$ cat config.mk
export PLATFORM = sky130hd
export DESIGN_NAME = sync_header_stream_crc12
export DESIGN_NICKNAME = d
export VERILOG_FILES = /design/src/core/sh_stream_pkg.sv /design/src/core/sync_header_stream_crc12.sv
export SDC_FILE = /design/constraint.sdc
export NUM_CORES = 1
export LEC_CHECK = 0
export BUFFER_PORTS_ARGS = -buffer_cell sky130_fd_sc_hd__buf_4
export CAP_MARGIN = 25
export CORE_ASPECT_RATIO = 1.75
export CORE_MARGIN = 2
export CORE_UTILIZATION = 27
export CTS_BUF_LIST = sky130_fd_sc_hd__clkbuf_8
export CTS_CLUSTER_DIAMETER = 60
export DETAILED_ROUTE_END_ITERATION = 8
export PLACE_DENSITY = 0.49
export SETUP_SLACK_MARGIN = 0.4
export SLEW_MARGIN = 20
export SYNTH_ARGS = -nofsm -noshare
export SYNTH_HDL_FRONTEND = slang
export SYNTH_SLANG_ARGS = --single-unit
$ cat constraint.sdc
create_clock -name clk_sys -period 12.3 [get_ports clk_sys]
set_input_delay 1.845 -clock clk_sys [delete_from_list [all_inputs] [get_ports clk_sys]]
set_output_delay 1.845 -clock clk_sys [all_outputs]
set_load 0.05 [all_outputs]
$ cat src/core/sh_stream_pkg.sv
// shared constants and carrier types for the sync header stream framer
package sh_stream_pkg;

    // block and multiblock geometry
    localparam int unsigned PAYLOAD_BITS   = 64;             // scrambled bits per block
    localparam int unsigned MB_BLOCKS      = 32;             // blocks per multiblock
    localparam logic [4:0]  LAST_BLOCK     = 5'h1f;          // index of final block
    localparam logic [4:0]  FIRST_BLOCK    = 5'h00;          // index of first block

    // parity generator
    localparam logic [11:0] CRC_POLY       = 12'h987;        // generator, lowest term implicit
    localparam logic [11:0] CRC_RESET      = 12'h000;        // stage value before each multiblock

    // format select codes
    typedef enum logic [1:0] {
        FMT_CRC12 = 2'b00,                                   // parity words in stream
        FMT_FEC   = 2'b10                                    // external fec word in stream
    } format_e;

    // stream word layout
    localparam int unsigned EMB_END_POS    = 22;             // end of extended multiblock
    localparam logic [4:0]  PILOT_FIRST    = 5'h1b;          // first bit of end pilot
    localparam logic [4:0]  PILOT_VALUE    = 5'h10;          // stream bits 31..27
    localparam logic [31:0] CRC_ONES_MASK  = 32'h80a88888;   // fixed ones, crc format
    localparam logic [31:0] FEC_ONES_MASK  = 32'h80000000;   // fixed ones, fec format

    // header encodings, bit [0] is sent first
    localparam logic [0:1]  SH_ONE         = 2'b01;          // carries stream bit 1
    localparam logic [0:1]  SH_ZERO        = 2'b10;          // carries stream bit 0

    // reset values
    localparam logic [7:0]  MB_IDX_RESET   = 8'h00;          // extended multiblock position

    // one transmitted 66-bit block
    typedef struct packed {
        logic [0:1]  sh;                                     // sync header, [0] first
        logic [63:0] payload;                                // scrambled payload, bit 0 first
    } blk_s;

endpackage : sh_stream_pkg

$ cat src/core/sync_header_stream_crc12.sv
// sync header framer: crc-12 parity and stream word insertion for 64b/66b blocks
`timescale 1ns/10ps
// Functional notes
// RL1 - headers always complementary, 01 or 10
// RL2 - receiver locks on periodic header transitions
// RL3 - receiver restarts search after bad headers
// RL4 - header 01 sends one, 10 sends zero
// RL5 - one stream bit per block, 32 bits
// RL6 - only crc-12 and fec formats offered
// RL7 - stream ends in pilot 00001
// RL8 - receiver confirms fec boundary over multiblocks
// RL9 - bit 22 marks last extended multiblock
// RL10 - parity of multiblock sent in next
// RL11 - receiver compares parity, flags mismatch
// RL12 - first bit error seen after 46 blocks
// RL13 - format code 0 selects crc-12
// RL14 - crc-12 stream bit placement
// RL15 - command bits always zero
// RL16 - parity polynomial 0x987
// RL17 - parity covers 2048 payload bits only
// RL18 - parity stages cleared each multiblock
// RL19 - receiver may align after one multiblock
// RL20 - scrambled payload plus header forms block
// RL21 - format code 2 selects fec
// RL22 - bits fed in order, latched per multiblock
module sync_header_stream_crc12 #(
    parameter int unsigned MB_PER_EMB = 1                // multiblocks per extended multiblock
) (
    // clock and reset
    input  wire logic                      clk_sys,
    input  wire logic                      rst_n,
    // payload side
    input  wire logic                      blkValid,     // one scrambled block this cycle
    input  wire logic [63:0]               blkPayload,   // scrambled bits, bit 0 first
    input  wire logic [25:0]               fecParity,    // parity from fec generator
    input  wire logic [1:0]                header_stream_format_select,
    // line side
    output logic                           txValid,      // block on txBlock
    output sh_stream_pkg::blk_s            txBlock,      // 66-bit block
    output logic [4:0]                     txBlockIdx,   // block index in multiblock
    output logic                           multiblock_end_pilot,          // last block sent
    output logic                           extended_multiblock_end_flag,  // stream bit 22
    output logic                           formatUnsupported,             // code not 0 or 2
    output logic [11:0]                    crcWord       // parity of previous multiblock, updated at each multiblock start in either format
);

    // advance the parity register over one block, first payload bit first
    function automatic logic [11:0] crcStep(input logic [11:0] s, input logic [63:0] d);
        logic [11:0] r;
        logic [11:0] mask;
        logic        fb;
        r    = s;
        mask = {sh_stream_pkg::CRC_POLY[10:0], 1'b1};    // see RL16
        fb   = 1'b0;
        for (int i = 0; i < 64; i++)
        begin
            fb = d[i] ^ r[11];                           // see RL22
            r  = {r[10:0], 1'b0} ^ (fb ? mask : 12'h000);
        end
        return r;
    endfunction : crcStep

    // lay out one stream word for the selected format
    function automatic logic [31:0] buildStream(input sh_stream_pkg::format_e f,
                                                input logic [11:0] c,
                                                input logic [25:0] p,
                                                input logic        embEnd);
        logic [31:0] w;
        w = 32'h00000000;
        if (f == sh_stream_pkg::FMT_FEC)
        begin
            // fec word high bits first, bit 22 left for the flag
            w = sh_stream_pkg::FEC_ONES_MASK;
            for (int i = 0; i < 22; i++)
            begin
                w[i] = p[25 - i];
            end
            for (int i = 0; i < 4; i++)
            begin
                w[23 + i] = p[3 - i];
            end
        end
        else
        begin
            // crc bits in groups of three, each closed by a one
            w = sh_stream_pkg::CRC_ONES_MASK;            // see RL14
            for (int g = 0; g < 4; g++)
            begin
                for (int k = 0; k < 3; k++)
                begin
                    w[4 * g + k] = c[11 - 3 * g - k];    // see RL14
                end
            end
            // command positions stay at zero from the initial value, see RL15
        end
        w[sh_stream_pkg::EMB_END_POS] = embEnd;          // see RL9
        return w;
    endfunction : buildStream

    // position and parity state
    logic [4:0]              blockIdx;                   // next block's index
    logic [7:0]              mbIdx;                      // multiblock within extended one
    logic [11:0]             crcState;                   // running parity stages
    logic [11:0]             crcLatched;                 // finished parity of last multiblock
    logic [31:0]             streamWord;                 // stream of current multiblock
    logic [4:0]              next_blockIdx;
    logic [7:0]              next_mbIdx;
    logic [11:0]             next_crcState;
    logic [11:0]             next_crcLatched;
    logic [31:0]             next_streamWord;
    logic                    lineCrcFmt;                 // multiblock on line is crc-12
    logic                    next_lineCrcFmt;

    // output state
    logic                    next_txValid;
    sh_stream_pkg::blk_s     next_txBlock;
    logic [4:0]              next_txBlockIdx;
    logic                    next_pilot;
    logic                    next_embEndFlag;
    logic                    next_unsupported;
    logic [11:0]             next_crcWord;

    // decoded format, unknown codes fall back to crc-12
    sh_stream_pkg::format_e  fmtSel;
    logic                    fmtBad;
    logic                    lastMb;                     // current is last of extended
    logic [31:0]             curWord;                    // stream word used this block
    logic                    curBit;                     // stream bit carried now

    // format decode, only two codes are implemented
    always_comb
    begin
        fmtSel = sh_stream_pkg::FMT_CRC12;               // see RL13
        fmtBad = 1'b0;
        case (header_stream_format_select)
            2'b00:   fmtSel = sh_stream_pkg::FMT_CRC12;  // see RL13
            2'b10:   fmtSel = sh_stream_pkg::FMT_FEC;    // see RL21
            default:
            begin
                // no crc-3 or command channel; crc-12 keeps the link framed
                fmtSel = sh_stream_pkg::FMT_CRC12;       // see RL6
                fmtBad = 1'b1;
            end
        endcase
    end

    // next state of position, parity and stream word
    always_comb
    begin
        next_blockIdx   = blockIdx;
        next_mbIdx      = mbIdx;
        next_crcState   = crcState;
        next_crcLatched = crcLatched;
        next_streamWord = streamWord;
        next_lineCrcFmt = lineCrcFmt;
        lastMb          = (32'(mbIdx) == MB_PER_EMB - 1);
        // format and flag are sampled only at a multiblock start, so a
        // change of select never splits one stream word
        if (blockIdx == sh_stream_pkg::FIRST_BLOCK)
        begin
            curWord = buildStream(fmtSel, crcLatched, fecParity, lastMb);  // see RL10
        end
        else
        begin
            curWord = streamWord;
        end
        curBit = curWord[blockIdx];                      // see RL5
        if (blkValid)
        begin
            next_blockIdx   = blockIdx + 5'h01;
            next_streamWord = curWord;
            // format is latched with the word, so checks never guess it from data bits
            if (blockIdx == sh_stream_pkg::FIRST_BLOCK)
            begin
                next_lineCrcFmt = (fmtSel == sh_stream_pkg::FMT_CRC12);
            end
            if (blockIdx == sh_stream_pkg::LAST_BLOCK)
            begin
                // whole multiblock done: keep parity for the next one
                next_crcLatched = crcStep(crcState, blkPayload);   // see RL12
                next_crcState   = sh_stream_pkg::CRC_RESET;        // see RL18
                next_mbIdx      = lastMb ? sh_stream_pkg::MB_IDX_RESET : mbIdx + 8'h01;
            end
            else
            begin
                // payload only, headers never enter the parity
                next_crcState = crcStep(crcState, blkPayload);     // see RL17
            end
        end
    end

    // next values of the registered outputs
    always_comb
    begin
        next_txValid         = blkValid;
        next_txBlock         = txBlock;
        next_txBlockIdx      = txBlockIdx;
        next_pilot           = 1'b0;
        next_embEndFlag      = extended_multiblock_end_flag;
        next_unsupported     = fmtBad;
        next_crcWord         = crcWord;
        if (blkValid)
        begin
            next_txBlock.payload = blkPayload;           // see RL20
            next_txBlock.sh      = curBit ? sh_stream_pkg::SH_ONE
                                          : sh_stream_pkg::SH_ZERO;  // see RL1
            next_txBlockIdx      = blockIdx;
            next_pilot           = (blockIdx == sh_stream_pkg::LAST_BLOCK);  // see RL7
            next_embEndFlag      = curWord[sh_stream_pkg::EMB_END_POS];
            if (blockIdx == sh_stream_pkg::FIRST_BLOCK)
            begin
                next_crcWord = crcLatched;
            end
        end
    end

    // register every group; blocks gap freely, state holds between them
    always_ff @(posedge clk_sys or negedge rst_n)
    begin
        if (!rst_n)
        begin
            blockIdx                     <= sh_stream_pkg::FIRST_BLOCK;
            mbIdx                        <= sh_stream_pkg::MB_IDX_RESET;
            crcState                     <= sh_stream_pkg::CRC_RESET;
            crcLatched                   <= sh_stream_pkg::CRC_RESET;
            streamWord                   <= 32'h00000000;
            lineCrcFmt                   <= 1'b1;
            txValid                      <= 1'b0;
            txBlock                      <= '0;
            txBlockIdx                   <= sh_stream_pkg::FIRST_BLOCK;
            multiblock_end_pilot         <= 1'b0;
            extended_multiblock_end_flag <= 1'b0;
            formatUnsupported            <= 1'b0;
            crcWord                      <= sh_stream_pkg::CRC_RESET;
        end
        else
        begin
            blockIdx                     <= next_blockIdx;
            mbIdx                        <= next_mbIdx;
            crcState                     <= next_crcState;
            crcLatched                   <= next_crcLatched;
            streamWord                   <= next_streamWord;
            lineCrcFmt                   <= next_lineCrcFmt;
            txValid                      <= next_txValid;
            txBlock                      <= next_txBlock;
            txBlockIdx                   <= next_txBlockIdx;
            multiblock_end_pilot         <= next_pilot;
            extended_multiblock_end_flag <= next_embEndFlag;
            formatUnsupported            <= next_unsupported;
            crcWord                      <= next_crcWord;
        end
    end

    // helper: crc format of the multiblock now on the line
    logic outCrcFmt;
    assign outCrcFmt = lineCrcFmt;
endmodule : sync_header_stream_crc12

==> results.cfg <==
[detailed_routing]
drt-pass1-iter-count = 4
wl_per_cell_um = 19.1
drc = 0
drtAntennaViolNets = 0
drt_iter0_drc = 227
drt-total-wl_um = 30200
via_per_inst = 4.32
vias = 6837

[final_layout]
multi_input_area_um2 = 7140
drive_gt1_share_pct = 36.9
synthToLayoutAreaGrowth_pct = 21.5
nNetsFinal = 1118
nFillCells = 4190
ff_latch_area_um2 = 3880
utilization_pct = 33.3

[logic_synthesis]
synth_area_leader_cell = dfrtp_1
synth_top_family_by_area = XOR/XNOR gates
synthMuxAreaShare_pct = 11.0
synth-xor-area-share_pct = 42.8
syn-cell-area_um2 = 11200
syn_area_per_cell_um2 = 13.3
yosysTopAreaCellShare_pct = 34.6
syn_inst = 845
synth_compound_area_share_pct = 4.51
yosysSeqAreaShare_pct = 34.6
yosysWarnings = 0
ys_ff_latch = 155
synthesis.nets = 945
ys_top_cells_by_area = dfrtp_1 35%, xnor3_1 17%, xnor2_1 9.6%, mux2_2 9.3%, xnor3_2 3.6%
synth_fa_ha_area_share_pct = 0.558
ys_types = 44
synth-simple-area-share_pct = 4.70

[global_routing]
grt_antenna_before_repair = 1
first_global_vias = 7151
grt_util_met1_pct = 15.8
grt_util_all_layers_pct = 14.3
grt_pass1_wl_um = 44900
grtUsageMet2_pct = 27.2
grt_max_degree = 85
busiest_layer = met2
met3_usage_pct = 2.47
overflow = 0

[timing]
tightest_slew_ps = 935
rsz0062_at_grt = no
skew_ps = 25.4
finalCritPeriodShare_pct = 66.2
period_needed_ps = 8140
tns_ps = 0
max_freq_ghz = 0.123
final_hold_viol_count = 0
setup_viol = 0
max-slew-margin-rel_pct = 37.7
final_max_slew_viol_count = 0

[run]
maxCapViolCount = 0

[floorplanning]
start_util_pct = 27.4
io_pins = 182
die_h_um = 274
die_x_um = 158
rows = 98
core_um2 = 41000
dieArea_um2 = 43300

[clocking]
path_clk_slew_ps = 100
post-cts-setup-buffer-count = 0
ctsRootBufferMaster = clkbuf_8
clock_sink_count = 155
cts_tree = yes
cts_hold_buf = 0
clockBufferDepth = 2
cts_resized = 0
clock_latency_ps = 510
htree_levels = 4
numCtsBuffers = 17

[status]
outcome = finished clean

[placed_design]
gp_congestion = 0.824
place_hpwl_um = 23800
portBuffers = 181

[setup_path]
cp-end-kind = register
path_max_fanout = 7
startpoint_type = input port
worstPathRequired_ps = 12660
critPathKind = input port to register
crit_arrival_ps = 8500

[min_path]
hold_class = register to register
[cell families after synthesis]
logic type | after synthesis
buffers and inverters | 54
muxes | 102
DFF | 155
xor gates and xnor gates | 315
and+or+nand+nor | 124
AOI/OAI and AO/OA | 90
adders and majority gates | 5
[final cells by class]
class,count,share of cell area [%]
Clock buffer,17,1.72
Clock inverter,15,1.44
Inverter,21,0.578
Antenna cell,1,0.0184
Timing Repair Buffer,187,10.3
Sequential cell,155,28.5
Tap cell,550,5.05
Multi-Input combinational cell,636,52.4
[metrics by stage]
step                cell area, µm²  cells  hold slack [ps]  setup slack (ps)
floorplan                    11200    845              429              4690
global placement             13200   1549              446              3560
detailed placement           13200   1549              465              3560
CTS                          13600   1581              492              4090
global route                 13600   1582              503              3890
finish                       13600   1582              482              4160
[Yosys cell counts, drive strengths merged]
master and number:
o21ai 41, mux2 93, mux4 8, buf 2, a311oi 2, or4b 1
nor2b 1, xnor2 151, a21o 4, nor2 11, o21a 1, inv 19
xnor3 103, ha 5, nand2b 4, clkbuf 31, a31oi 1, nor4 1
o22ai 13, a21oi 23, a211oi 2, and3 4, mux2i 1, clkinv 2
nor4b 1, nand4 3, dfrtp 155, nand3 5, o211a 2, xor2 48
nor3 1, nand2 88, and2 4, o211ai 1, xor3 13
[sequential cells by signal, indices dropped and copies added, names as in the netlist]
name / flops
txBlockIdx: 5
crcWord: 12
crcState: 12
crcLatched: 12
multiblock_end_pilot: 1
txBlock: 66
formatUnsupported: 1
streamWord: 32
txValid: 1
mbIdx: 8
blockIdx: 5
[critical path, stage by stage]
cell,delay [ps]
buf_4,140
xnor2_2,340
xnor3_1,470
xnor3_2,480
xnor2_2,490
xnor3_1,390
xnor3_2,330
xor2_4,320
xnor3_1,530
xnor2_2,380
xnor3_1,550
xnor3_2,480
xnor3_1,410
xor3_1,440
xnor3_2,440
xnor2_1,320
o22ai_1,140
[cells in the final DEF, fill, tap and decap left out, drive strengths merged, types with 3 or more instances in the layout]
cell	n
xor2	48
dfrtp	155
nand4	3
and3	4
clkbuf	17
buf	187
a21oi	23
mux4	8
xnor2	151
ha	5
clkinv	11
nor2	11
xor3	13
and2	4
nand2b	4
mux2	93
o21ai	41
nand3	5
a21o	4
nand2	88
xnor3	103
o22ai	13
inv	25
[per-layer routing]
layer / share of wire (%) / vias to the layer above / wire (µm)
li1: - / 3236 / -
met1: 38 / 3428 / 11500
met2: 56 / 148 / 17000
met3: 3.3 / 25 / 986
met4: 2.3 / 0 / 697
met5: 0 / - / 0
[final timing paths]
check	from	to	slack, ps	cells after the start
max	blkPayload[1]	crcState[3]	4160	17
max in group asynchronous	rst_n	crcLatched[8]	9370	2
min in group asynchronous	rst_n	txBlock[38]	1380	1
max reg2reg	crcState[4]	crcState[3]	5100	16
min	streamWord[31]	streamWord[31]	480	1
min reg2reg	streamWord[31]	streamWord[31]	480	1
Power is left out: the tool's default activity adds up to more than one toggle a clock period on the data nets, which glitch-free logic cannot reach.
